`src/adc_timing_map.vh`:
```
// constants for the converter timing configuration block
// assumes a 32-bit classic wishbone slave port and one 20 MHz clock
// Summary of operation
// - sample phase lasts field plus three conversion clocks
// - start-up waits (field plus one) times eight clocks
// - conversion clock period is (divider plus one) times two
// - resolution field selects 8, 10, 11, 12 bits
// - sleep bit one sleeps converter between conversions
// - read-only word, bit n shows channel n
// - presence bits fixed by build, one means present
`ifndef ADC_TIMING_MAP_VH
`define ADC_TIMING_MAP_VH
// register byte offsets
`define CFG_OFFSET 8'h08
`define PRESENCE_OFFSET 8'h30
`define CTRL_OFFSET 8'h34
`define STATUS_OFFSET 8'h38
// converter_configuration field positions
`define SLEEP_BIT 0
`define RES_LSB 4
`define RES_MSB 5
`define DIV_LSB 8
`define DIV_MSB 15
`define STARTUP_LSB 16
`define STARTUP_MSB 22
`define SHT_LSB 24
`define SHT_MSB 27
// reset value and write mask
`define CFG_RESET 32'h0000_0000
`define CFG_WMASK 32'h0f7f_ff31
// timing figures, in conversion or interface clocks
`define SHT_EXTRA 4'h3
`define STARTUP_MULT 3
`define DIV_FACTOR 2
// sequencer states
`define ST_IDLE 3'h0
`define ST_STARTUP 3'h1
`define ST_SAMPLE 3'h2
`define ST_CONVERT 3'h3
`define ST_DONE 3'h4
`endif

```
`src/adc_clock_div.v`:
```
// conversion clock tick generator from the interface clock
// assumes srst is synchronous and the divider value is stable while in use
`timescale 1ns/10ps
`default_nettype none
`include "adc_timing_map.vh"
module adc_clock_div #(
  parameter DIV_W = 8
) (
  // clock and reset
  input wire clk_sys,
  input wire srst,
  // control
  input wire run,
  input wire [DIV_W-1:0] divider,
  // one-cycle tick per conversion clock period, on the falling half
  output reg tick_q,
  output reg conv_clk_q
);
  reg [DIV_W-1:0] cnt_q;

  ////////////////////////////////////////////////////////////////////////
  // half period is divider plus one, so a full period is twice that
  always @(posedge clk_sys) begin
    if (srst || !run) begin
      cnt_q <= {DIV_W{1'b0}};
      conv_clk_q <= 1'b0;
      tick_q <= 1'b0;
    end else if (cnt_q == divider) begin
      cnt_q <= {DIV_W{1'b0}};
      conv_clk_q <= ~conv_clk_q;
      tick_q <= conv_clk_q; // tick on the falling half: one per period
    end else begin
      cnt_q <= cnt_q + {{(DIV_W-1){1'b0}}, 1'b1};
      tick_q <= 1'b0;
    end
  end
endmodule
`default_nettype wire

```
`src/adc_timing_config.v`:
```
// converter timing configuration and conversion sequencer
// assumes a classic wishbone master on clk_sys and synchronous srst
`timescale 1ns/10ps
`default_nettype none
`include "adc_timing_map.vh"
module adc_timing_config #(
  parameter [31:0] CHANNEL_MASK = 32'h0000_00ff,
  parameter CNT_W = 12
) (
  // clock and reset
  input wire clk_sys,
  input wire srst,
  // wishbone slave
  input wire wb_cyc_i,
  input wire wb_stb_i,
  input wire wb_we_i,
  input wire [7:0] wb_adr_i,
  input wire [3:0] wb_sel_i,
  input wire [31:0] wb_dat_i,
  output reg [31:0] wb_dat_o,
  output reg wb_ack_o,
  // converter side
  output reg conv_clk_q,
  output reg conv_sleep_q,
  output reg conv_sample_q,
  output reg conv_busy_q,
  output reg [1:0] conv_res_q,
  output reg conv_done_q
);
  reg [31:0] cfg_q;
  reg start_q;
  reg [2:0] state_q;
  reg [CNT_W-1:0] cnt_q;
  reg [3:0] bits_q;
  wire tick;
  wire clk_int;
  wire req = wb_cyc_i & wb_stb_i & ~wb_ack_o;
  // divider held still during start-up so sampling starts on a fresh period
  wire run_div = conv_busy_q && (state_q != `ST_STARTUP);
  wire [3:0] sht = cfg_q[`SHT_MSB:`SHT_LSB];
  wire [6:0] stup = cfg_q[`STARTUP_MSB:`STARTUP_LSB];
  wire [1:0] res = cfg_q[`RES_MSB:`RES_LSB];
  wire [CNT_W-1:0] stup_cycles;
  wire [CNT_W-1:0] sht_ticks;
  reg [3:0] res_bits;

  // start-up is counted in interface clocks
  assign stup_cycles = {{(CNT_W-8){1'b0}}, 1'b0, stup} + {{(CNT_W-1){1'b0}}, 1'b1};
  assign sht_ticks = {{(CNT_W-4){1'b0}}, sht} + {{(CNT_W-4){1'b0}}, `SHT_EXTRA};

  ////////////////////////////////////////////////////////////////////////
  // resolution decode: codes 0 to 3 give 8, 10, 11, 12 bits, one conversion step per bit
  always @* begin
    case (res)
      2'h0: res_bits = 4'h8;
      2'h1: res_bits = 4'ha;
      2'h2: res_bits = 4'hb;
      2'h3: res_bits = 4'hc;
      default: res_bits = 4'h8;
    endcase
  end

  adc_clock_div #(
    .DIV_W(8)
  ) u_div (
    .clk_sys(clk_sys),
    .srst(srst),
    .run(run_div),
    .divider(cfg_q[`DIV_MSB:`DIV_LSB]),
    .tick_q(tick),
    .conv_clk_q(clk_int)
  );

  ////////////////////////////////////////////////////////////////////////
  // register bus: one wait state, ack for every access, unmapped reads zero
  always @(posedge clk_sys) begin
    if (srst) begin
      cfg_q <= `CFG_RESET;
      start_q <= 1'b0;
      wb_ack_o <= 1'b0;
      wb_dat_o <= 32'h0000_0000;
    end else begin
      wb_ack_o <= req;
      start_q <= 1'b0;
      wb_dat_o <= 32'h0000_0000;
      if (req && wb_we_i && wb_adr_i == `CFG_OFFSET) begin
        if (wb_sel_i[0]) cfg_q[7:0] <= wb_dat_i[7:0] & 8'h31;
        if (wb_sel_i[1]) cfg_q[15:8] <= wb_dat_i[15:8];
        if (wb_sel_i[2]) cfg_q[23:16] <= wb_dat_i[23:16] & 8'h7f;
        if (wb_sel_i[3]) cfg_q[31:24] <= wb_dat_i[31:24] & 8'h0f;
      end
      if (req && wb_we_i && wb_adr_i == `CTRL_OFFSET && wb_sel_i[0]) begin
        start_q <= wb_dat_i[0];
      end
      if (req && !wb_we_i) begin
        case (wb_adr_i)
          `CFG_OFFSET: wb_dat_o <= cfg_q;
          `PRESENCE_OFFSET: wb_dat_o <= CHANNEL_MASK;
          `STATUS_OFFSET: wb_dat_o <= {27'h0, conv_done_q, conv_sample_q,
                                       state_q};
          default: wb_dat_o <= 32'h0000_0000;
        endcase
      end
    end
  end

  ////////////////////////////////////////////////////////////////////////
  // conversion sequencer: start-up, sample, bit steps, done
  always @(posedge clk_sys) begin
    if (srst) begin
      state_q <= `ST_IDLE;
      cnt_q <= {CNT_W{1'b0}};
      bits_q <= 4'h0;
      conv_busy_q <= 1'b0;
      conv_sample_q <= 1'b0;
      conv_done_q <= 1'b0;
      conv_res_q <= 2'h0;
      conv_clk_q <= 1'b0;
      conv_sleep_q <= 1'b0;
    end else begin
      conv_done_q <= 1'b0;
      conv_clk_q <= clk_int;
      // asleep only when idle with sleep enabled and no start pending, awake otherwise
      conv_sleep_q <= cfg_q[`SLEEP_BIT] && state_q == `ST_IDLE && !start_q;
      case (state_q)
        `ST_IDLE: begin
          if (start_q) begin
            conv_busy_q <= 1'b1;
            conv_res_q <= res;
            bits_q <= res_bits;
            // woken converter needs start-up; an awake one skips it
            if (cfg_q[`SLEEP_BIT]) begin
              state_q <= `ST_STARTUP;
              cnt_q <= stup_cycles << `STARTUP_MULT;
            end else begin
              state_q <= `ST_SAMPLE;
              cnt_q <= sht_ticks;
              conv_sample_q <= 1'b1;
            end
          end
        end
        `ST_STARTUP: begin
          if (cnt_q == {{(CNT_W-1){1'b0}}, 1'b1}) begin
            state_q <= `ST_SAMPLE;
            cnt_q <= sht_ticks;
            conv_sample_q <= 1'b1;
          end else begin
            cnt_q <= cnt_q - {{(CNT_W-1){1'b0}}, 1'b1};
          end
        end
        `ST_SAMPLE: begin
          if (tick) begin
            if (cnt_q == {{(CNT_W-1){1'b0}}, 1'b1}) begin
              state_q <= `ST_CONVERT;
              conv_sample_q <= 1'b0;
            end else begin
              cnt_q <= cnt_q - {{(CNT_W-1){1'b0}}, 1'b1};
            end
          end
        end
        `ST_CONVERT: begin
          // one conversion clock per result bit
          if (tick) begin
            if (bits_q == 4'h1) begin
              state_q <= `ST_DONE;
            end else begin
              bits_q <= bits_q - 4'h1;
            end
          end
        end
        `ST_DONE: begin
          conv_done_q <= 1'b1;
          conv_busy_q <= 1'b0;
          state_q <= `ST_IDLE;
        end
        default: state_q <= `ST_IDLE;
      endcase
    end
  end
endmodule
`default_nettype wire

```
`config.mk`:
```
export PLATFORM = sky130hd
export DESIGN_NAME = adc_timing_config
export DESIGN_NICKNAME = d
export VERILOG_FILES = /design/src/adc_clock_div.v /design/src/adc_timing_config.v
export VERILOG_INCLUDE_DIRS = /design/src
export SDC_FILE = /design/constraint.sdc
export NUM_CORES = 1
export LEC_CHECK = 0
export ABC_AREA = 1
export BUFFER_PORTS_ARGS = -buffer_cell sky130_fd_sc_hd__buf_2
export CAP_MARGIN = 15
export CORE_ASPECT_RATIO = 0.75
export CORE_MARGIN = 2
export CORE_UTILIZATION = 50
export CTS_CLUSTER_DIAMETER = 40
export DETAILED_ROUTE_END_ITERATION = 7
export PLACE_DENSITY = 0.77
export SLEW_MARGIN = 30
export SYNTH_ARGS = -nofsm -noshare
export SYNTH_HDL_FRONTEND = slang
export SYNTH_HIERARCHICAL = 1
export SYNTH_SLANG_ARGS = --single-unit
```
`constraint.sdc`:
```
create_clock -name clk_sys -period 1.4 [get_ports clk_sys]
set_input_delay 0.21 -clock clk_sys [delete_from_list [all_inputs] [get_ports clk_sys]]
set_output_delay 0.21 -clock clk_sys [all_outputs]
set_load 0.01 [all_outputs]
```
==> results.toml, run 1 <==
[global_route]
grt_max_degree = 20
grt_pass1_wl_um = 18500
grt_pass1_vias = 4041
overflow = 0
antenna_found_initial = 1
grt_use_total_pct = 23.8

[timing]
fin_crit_ns = 1.51
min_period_over_period_pct = 108
setup_ws_ns = -0.114
max_clock_freq_mhz = 661
finalHoldViolations = 0
whs_ns = 0.104
finalSetupTns_ns = -1.13
setup_viol = 16
fin_skew_ns = 0.00544
rsz0062_at_grt = "true"
maxSlewViolCount = 0

[place]
routabilityCongestion = 0.925
pre_cts_slack_ns = -0.198
place_hpwl_um = 8070
placed_cells = 859
port_buffers = 73

[route]
dr.pass1.iters = 5
route.detailed.drc = 0
final_antenna_net_count = 0
avgRoutedWirePerCell_um = 12.8
routed_via_density = 4.96
drtIter0Drc = 335
vias = 4350
wl_um = 11200

[setup_path]
critical_path_class = "flop to flop"
crit_chain = "inv_2, ha_4, inv_2, nor2_4, nand2_2, nor2_4, nand3_4, nand2_4, nor2_2, nor2_1, nor2_1"
cp_data_required_time_ns = 1.64
crit_path_start_kind = "flop"
critPathMaxStageDelay_ns = 0.33
cp_slowest_cell = "dfxtp_2"
arrival_ns = 1.75
endpoint_kind = "flop"
cp_max_fo = 5

[clock_network]
insertion_delay_ns = 0.34
cts-root-buf = "clkbuf_16"
cts.path.max_buffers = 2
clk_pin_slew_ns = 0.06
cts.sinks = 86
htree_num_levels = 3
cts_buffers = 9
tritoncts = "yes"

[cells_and_area]
nNetsFinal = 824
drive_above_1_share_pct = 27.6
syn_to_final_growth_pct = 29.5
multiInputGateArea_um2 = 2400
finish.utilization_pct = 66.8
nFillCells = 710
register_area_um2 = 1730
diodes = 0
stdcell_count = 877

[synthesis]
syn_inst = 652
synth_area_leaders = "dfxtp_1 39%, nand2_1 15%, nor2_1 8.7%"
syn-cell-area_um2 = 4380
yosysMostFrequentCell = "nand2_1"
async_reset_ff_share_pct = 0
synth.yosys.seq_area_share_pct = 39.3
ys_ff_latch = 86
synth_top_area_share_pct = 39.3
avgSynthCellArea_um2 = 6.72
ys_types = 36
yosys.area.top_type = "dfxtp_1"
synth_ff_type = "dfxtp_1"
ys_top_cells_by_count = "178 x nand2_1, 101 x nor2_1, 96 x inv_1, 86 x dfxtp_1, 44 x nand3_1"
synth_edf_count = 0
ys_warn_count = 6

[floorplan]
fp.coreArea_um2 = 8490
die_area_um2 = 9530
die_width_um = 112
fp.dieH_um = 85.1
pin_count = 89
start_util_pct = 51.6
rows = 29

[power_and_ir_drop]
leakage_uw = 0.00286
power_switching_uw = 2620
max-vdd-ir-drop_mv = 1.19
p_sw_share_pct = 33.5
power_density_nw_per_um2 = 1380
combPwrFrac_pct = 32.8
seq_power_share_pct = 34.7
p_clk_share_pct = 32.5
p_int_uw = 5200

[run_status]
outcome = "finished with violations"
violations = "negative setup slack"

[flow_run]
cap_violations = 0

[min_path]
hp-class = "input pin to flop"
-- state kept, by name (all words and copies together) (netlist names) --
| name | cells |
|---|---|
| cnt_q | 12 |
| u_div/tick_q | 1 |
| bits_q | 4 |
| conv_clk_q | 1 |
| state_q | 3 |
| u_div/conv_clk_q | 1 |
| u_div/cnt_q | 8 |
| conv_done_q | 1 |
| wb_ack_o | 1 |
| wb_dat_o | 26 |
| cfg_q | 22 |
| conv_res_q | 2 |
| start_q | 1 |
| conv_busy_q | 1 |
| conv_sample_q | 1 |
| conv_sleep_q | 1 |
-- cell usage in the layout (no fill, tap or decap), types with 2 or more instances in the layout --
cell / n
inv_2: 9
dfxtp_2: 6
inv_4: 2
nand3_4: 6
nor3_2: 2
buf_2: 73
xnor2_1: 4
buf_4: 37
nand3_1: 32
xor2_1: 11
a31oi_1: 2
nand2_4: 5
o21ai_1: 3
inv_1: 91
nand4_1: 13
buf_6: 4
nand3_2: 17
conb_1: 5
nand2_1: 165
o21ai_0: 8
nor2_1: 92
nor2_4: 5
nor2_2: 11
nor3_1: 22
dfxtp_1: 80
nand2_2: 12
ha_1: 8
bufinv_16: 2
clkbuf_16: 9
a21oi_1: 16
-- layer usage --
metal / wire [µm] / global-route usage [%] / vias up / share of wire, %
met4: 172 / 8.43 / 0 / 1.5
met2: 5300 / 39.3 / 125 / 47
met1: 5130 / 30.7 / 1981 / 46
met5: 0 / 0 / - / 0
li1: - / - / 2229 / -
met3: 647 / 5.79 / 15 / 5.8
-- stage by stage --
step / area [µm²] / power, µW
after floorplan: 4400 / 4090
after global placement: 5080 / 4720
after detailed placement: 5080 / 4810
after CTS: 5570 / 7630
after global routing: 5670 / 8200
final: 5670 / 7820
-- critical path, delay by kind of cell (launching register included) --
family | cells | cell delay [ns]
AND/OR/NAND/NOR | 8 | 0.83
flip-flops | 1 | 0.33
adder cells (fa/ha/maj) | 1 | 0.14
buffers and inverters | 2 | 0.11
-- power by group through the flow --
stage | clock network (µW) | registers [µW] | logic [µW]
2_1_floorplan | 0 | 2720 | 1370
3_3_place_gp | 0 | 2720 | 1990
3_5_place_dp | 0 | 2730 | 2080
4_1_cts | 2570 | 2690 | 2370
5_1_grt | 2650 | 2730 | 2830
6_report | 2540 | 2710 | 2560
-- worst paths after layout --
kind | start | slack (ns) | cells after the start | endpoint
hold / removal | wb_dat_i[4] | 0.10 | 3 | cfg_q[4]
setup / recovery | cnt_q[1] | -0.11 | 11 | cnt_q[8]
hold reg to reg | u_div/conv_clk_q | 0.46 | 2 | conv_clk_q
setup reg to reg | cnt_q[1] | -0.11 | 11 | cnt_q[8]
-- cell families (layout without fill, tap and decap cells) --
family / after synthesis / in the layout / synth area share [%]
other: 1 / 5 / 0.0856
adder cells (fa/ha/maj): 9 / 9 / 2.57
buffers and inverters: 121 / 232 / 11.7
AND/OR/NAND/NOR: 387 / 389 / 39.4
XOR/XNOR: 16 / 16 / 3.20
flip-flops: 86 / 86 / 39.3
AO/OA/AOI/OAI: 32 / 32 / 3.77
-- layout make-up --
type,count,share of cell area (%)
repair buffers,115,12.5
multi-input cells,451,42.3
flip-flops and latches,86,30.5
clock buffers,10,4.21
well taps,108,2.38
clock inverters,4,1.28
inverters,103,6.90
-- what timing repair did --
action	in CTS	in global routing
gates cloned	1	1
pin swaps	19	12
hold buffers	0	0
endpoints found under the setup margin	19	37
setup buffers	2	0
gates resized for setup	38	33
No activity file was read; power rests on OpenSTA's default activity.
==> inputs of run 2 (changes only) <==
--- a/config.mk
+++ b/config.mk
@@ -6,15 +6,14 @@
 export SDC_FILE = /design/constraint.sdc
 export NUM_CORES = 1
 export LEC_CHECK = 0
-export ABC_AREA = 1
 export BUFFER_PORTS_ARGS = -buffer_cell sky130_fd_sc_hd__buf_2
 export CAP_MARGIN = 15
 export CORE_ASPECT_RATIO = 0.75
 export CORE_MARGIN = 2
-export CORE_UTILIZATION = 50
+export CORE_UTILIZATION = 49
 export CTS_CLUSTER_DIAMETER = 40
 export DETAILED_ROUTE_END_ITERATION = 7
-export PLACE_DENSITY = 0.77
+export PLACE_DENSITY = 0.76
 export SLEW_MARGIN = 30
 export SYNTH_ARGS = -nofsm -noshare
 export SYNTH_HDL_FRONTEND = slang
==> results.toml, run 2 <==
[run_status]
outcome = "finished with violations"
violations = "negative setup slack"

[synthesis]
synth_area_leaders = "dfxtp_1 43%, nand2_1 4.2%, nor2_1 4.2%"
synth-xor-area-share_pct = 5.30
synth_ff_type = "dfxtp_1"
async_reset_ff_share_pct = 0
yosys.area.top_type = "dfxtp_1"
syn-cell-area_um2 = 3970
yosysMostFrequentCell = "dfxtp_1"
synth.yosys.seq_area_share_pct = 43.4
synthAdderAreaFrac_pct = 2.84
synth-compound-area-share_pct = 13.7
synth_top_area_share_pct = 43.4
avgSynthCellArea_um2 = 8.99
synthMuxAreaShare_pct = 4.04
ys_ff_latch = 86
synth_top_family_by_area = "simple AND/OR/NAND/NOR gates"
syn_inst = 441
ys_top_cells_by_count = "86 x dfxtp_1, 44 x nand2_1, 44 x nor2_1, 31 x a21oi_1"
synth_edf_count = 0
synth_simple_gate_area_share_pct = 25.0
ys_warn_count = 6
ys_types = 63

[clock_network]
cts.sinks = 86
htree_num_levels = 3
insertion_delay_ns = 0.37
cts_buffers = 9
cts_hold_buf = 0
clk_pin_slew_ns = 0.11
cts-root-buf = "clkbuf_8"
tritoncts = "yes"
cts.path.max_buffers = 2

[timing]
max_clock_freq_mhz = 453
worst_pin_slew_ns = 0.562
rsz0062_at_grt = "true"
min_period_over_period_pct = 158
relSlewSlack_pct = 62.4
maxSlewViolCount = 0
setup_viol = 31
fin_skew_ns = 0.0160
setup_ws_ns = -0.807
finalHoldViolations = 0
fin_crit_ns = 2.21

[floorplan]
pin_count = 89
fp.dieH_um = 81.9
fp.coreArea_um2 = 7880
die_width_um = 108
rows = 28
start_util_pct = 50.3
die_area_um2 = 8840

[cells_and_area]
nNetsFinal = 656
diodes = 0
finish.utilization_pct = 71.3
regMostFlops = "wb_dat_o"
largest_reg_flops = 26
most-common-layout-cells = "77 x dfxtp_1, 76 x buf_4, 73 x buf_2"
syn_to_final_growth_pct = 41.6
nFillCells = 548
drive_above_1_share_pct = 44.3
final_common_cell = "dfxtp_1"
stdcell_count = 708
top_regs = "wb_dat_o: 26 flops, cfg_q: 22 flops, cnt_q: 12 flops"

[route]
dr.pass1.iters = 5
route.detailed.drc = 0
vias = 3880
routed_via_density = 5.48
avgRoutedWirePerCell_um = 16.1
drtIter0Drc = 227
final_antenna_net_count = 0
wl_um = 11400

[global_route]
overflow = 0
grt_max_degree = 21
grt_pass1_vias = 3494
grt_pass1_wl_um = 16500
antenna_found_initial = 0
grt_use_total_pct = 23.8

[setup_path]
crit_path_start_kind = "flop"
path_delay_family = "simple AND/OR/NAND/NOR gates"
cp_slowest_cell = "or3_4"
critPathMaxStageDelay_ns = 0.44
arrival_ns = 2.46
crit_chain = "inv_2, ha_4, or3b_4, or3_4, a211oi_4, buf_4, mux2i_1, nor2_1"
critical_path_class = "flop to flop"
endpoint_kind = "flop"
worst-path-buf-inv = 2
cp_max_fo = 4
cp_data_required_time_ns = 1.65

[place]
port_buffers = 73
routabilityCongestion = 0.881
place_hpwl_um = 7310
placed_cells = 676

[min_path]
hp-class = "input pin to flop"

[flow_run]
cap_violations = 0

[power_and_ir_drop]
power_density_nw_per_um2 = 810
leakage_uw = 0.00244
max-vdd-ir-drop_mv = 0.581
-- run 2: cell types whose count changed after synthesis, moves of 6 or more --
cell     before  now
a21oi_1      17   31
and2_1        0   21
inv_1        96   21
inv_2         6    0
mux2i_1       0   16
nand2_1     178   44
nand3_1      44   14
nand3_2       7    1
nand4_1      13    3
nor2_1      101   44
nor2b_1       0    6
nor3_1       24   11
xnor2_1       4   17
-- run 2: cells by family after synthesis --
family	after synthesis
adder cells (fa/ha/maj)	9
AO/OA/AOI/OAI	78
buffers and inverters	41
flip-flops	86
other	1
multiplexers	16
XOR/XNOR	24
AND/OR/NAND/NOR	186
-- run 2: layout make-up --
| class | count | area [µm²] | share of cell area, % |
|---|---|---|---|
| Multi-Input combinational cell | 318 | 2350 | 41.9 |
| Clock buffer | 9 | 124 | 2.21 |
| Inverter | 21 | 78.8 | 1.40 |
| Tap cell | 105 | 131 | 2.34 |
| Clock inverter | 7 | 71.3 | 1.27 |
| Sequential cell | 86 | 1740 | 30.9 |
| Timing Repair Buffer | 162 | 1120 | 20.0 |
-- run 2: layer usage --
layer  track usage (%)  up-vias  share of wire (%)
li1                  -     1842                  -
met1              31.3     1821                 43
met2              38.9      176                 47
met3              4.37       41                6.1
met4              9.62        0                3.2
met5                 0        -                  0
-- run 2: repair_timing --
item,in CTS,in global routing
endpoints found under the setup margin,71,68
cloned,0,0
pin swaps,15,32
gates resized for setup,31,54
setup buffers,7,9
-- run 2: final timing paths --
check,from,to,slack (ns),cells past startpoint
worst max-delay path,cnt_q[1],state_q[0],-0.81,8
worst min-delay path,wb_dat_i[14],cfg_q[14],0.07,3
worst max register to register,cnt_q[1],state_q[0],-0.81,8
worst min register to register,cfg_q[24],cfg_q[24],0.48,2
-- run 2: metrics by stage --
stage / total power (µW) / area, µm² / hold WS (ns) / TNS (ns) / setup WS (ns)
after floorplan: 2660 / 4050 / 0.344 / -8.30 / -0.585
after global placement: 2790 / 4970 / 0.404 / -14.38 / -0.610
after detailed placement: 2790 / 4970 / 0.417 / -18.12 / -0.698
after CTS: 4520 / 5340 / 0.0485 / -9.77 / -0.694
after global routing: 4680 / 5620 / 0.0686 / -13.77 / -0.865
final: 4550 / 5620 / 0.0681 / -11.93 / -0.807
-- run 2: report_power, final --
group	switching [µW]	total, µW	internal, µW
logic	185	349	164
clock network	1040	1740	701
registers	7.43	2460	2450
total	1230	4550	3310
-- run 2: worst reg2reg max path, stage by stage, from the launching register on --
cell,delay (ns)
dfxtp_2,0.34
inv_2,0.09
ha_4,0.13
or3b_4,0.38
or3_4,0.44
a211oi_4,0.29
buf_4,0.18
mux2i_1,0.19
nor2_1,0.07
==> inputs of run 3 (changes only) <==
--- a/config.mk
+++ b/config.mk
@@ -14,6 +14,7 @@
 export CTS_CLUSTER_DIAMETER = 40
 export DETAILED_ROUTE_END_ITERATION = 7
 export PLACE_DENSITY = 0.76
+export SETUP_SLACK_MARGIN = 0.5
 export SLEW_MARGIN = 30
 export SYNTH_ARGS = -nofsm -noshare
 export SYNTH_HDL_FRONTEND = slang
==> results.toml, run 3 (synthesized netlist as in run 2, its figures left out) <==
[timing]
rsz0062_at_grt = "true"
fin_crit_ns = 2.29
worst_pin_slew_ns = 0.563
setup_ws_ns = -0.889
fin_skew_ns = 0.0126
min_period_over_period_pct = 163
whs_ns = 0.0580
finalHoldViolations = 0
max_clock_freq_mhz = 437
maxSlewViolCount = 0
setup_viol = 53
relSlewSlack_pct = 62.2

[global_route]
grtUsageMet2_pct = 43.9
grt_pass1_vias = 3709
antenna_found_initial = 0
grt_use_met3_pct = 5.16
grt_use_total_pct = 25.3
overflow = 0
grt_pass1_wl_um = 17500
met1_usage_pct = 31.6
grt_busiest_layer = "met2"
grt_max_degree = 23

[clock_network]
insertion_delay_ns = 0.38
cts.path.max_buffers = 2
cts.sinks = 86
clk_pin_slew_ns = 0.10
tritoncts = "yes"
htree_num_levels = 3
cts_hold_buf = 0
cts_buffers = 9
cts-root-buf = "clkbuf_8"

[cells_and_area]
syn_to_final_growth_pct = 49.1
nFillCells = 480
largest_reg_flops = 26
nNetsFinal = 660
final_common_cell = "buf_4"
top_regs = "wb_dat_o: 26 flops, cfg_q: 22 flops, cnt_q: 12 flops"
most-common-layout-cells = "71 x buf_4, 63 x dfxtp_1, 57 x buf_2"
regMostFlops = "wb_dat_o"
stdcell_count = 712
drive_above_1_share_pct = 49.6
diodes = 0

[setup_path]
cp_data_required_time_ns = 1.66
endpoint_kind = "flop"
arrival_ns = 2.55
cp_max_fo = 5
critical_path_class = "flop to flop"
crit_path_start_kind = "flop"

[flow_run]
cap_violations = 0

[floorplan]
rows = 28
start_util_pct = 50.3
fp.dieH_um = 81.9
fp.coreArea_um2 = 7880
die_width_um = 108
pin_count = 89
die_area_um2 = 8840

[route]
wl_um = 12900
drtIter0Drc = 401
final_antenna_net_count = 0
dr.pass1.iters = 5
routed_via_density = 5.69
vias = 4049
avgRoutedWirePerCell_um = 18.1
route.detailed.drc = 0

[power_and_ir_drop]
power_density_nw_per_um2 = 770
max-vdd-ir-drop_mv = 0.545
leakage_uw = 0.00254

[min_path]
hp-class = "input pin to flop"

[place]
placed_cells = 674
port_buffers = 73
place_hpwl_um = 7470
routabilityCongestion = 0.885

[run_status]
outcome = "finished with violations"
violations = "negative setup slack"
-- run 3: where the power goes --
part | switching [µW] | internal, µW | total (µW)
registers | 9.06 | 2450 | 2460
clock network | 1050 | 687 | 1740
logic | 199 | 158 | 357
-- run 3: area by class of cell --
| class | instances | area [µm²] | area share, % |
|---|---|---|---|
| clock buffers | 9 | 124 | 2.09 |
| clock inverters | 7 | 65.1 | 1.10 |
| inverters | 21 | 78.8 | 1.33 |
| multi-input cells | 318 | 2470 | 41.8 |
| flip-flops and latches | 86 | 1760 | 29.7 |
| well taps | 105 | 131 | 2.22 |
| repair buffers | 166 | 1280 | 21.7 |
-- run 3: repair_timing --
item,4_1_cts,5_1_grt
cloned,0,0
setup endpoints to repair,117,119
resized for setup,78,50
buffers inserted,5,17
pin swaps,17,14
-- run 3: per-stage QoR --
stage	setup TNS, ns	instance area (µm²)	worst slack, ns	util, %	power, µW
final	-14.57	5910	-0.889	75.0	4550
after CTS	-9.97	5560	-0.693	70.6	4500
after floorplan	-8.66	4190	-0.585	-	2670
after global placement	-10.81	5060	-0.615	64.2	2800
after detailed placement	-12.75	5060	-0.676	64.2	2800
after global routing	-17.47	5910	-0.891	75.0	4660
-- run 3: per-layer routing --
metal	vias up	routed length, µm
met5	-	0
met4	0	358
met3	40	883
met2	205	6300
met1	1950	5370
li1	1854	-
-- run 3: worst paths after layout --
path         slack (ns)      startpoint              to  depth (start not counted)
max               -0.89        cnt_q[1]      state_q[1]                          7
min                0.06    wb_dat_i[19]       cfg_q[19]                          3
max reg2reg       -0.89        cnt_q[1]      state_q[1]                          7
min reg2reg        0.50  u_div/cnt_q[0]  u_div/cnt_q[0]                          1
-- run 3: worst max-delay path, cell delays in order (launching register included) --
cell and delay, ns:
dfxtp_2 0.34, inv_2 0.07, ha_1 0.16, or3b_4 0.41
or3_4 0.40, a211oi_4 0.36, o21ai_0 0.24, o2bb2ai_1 0.19
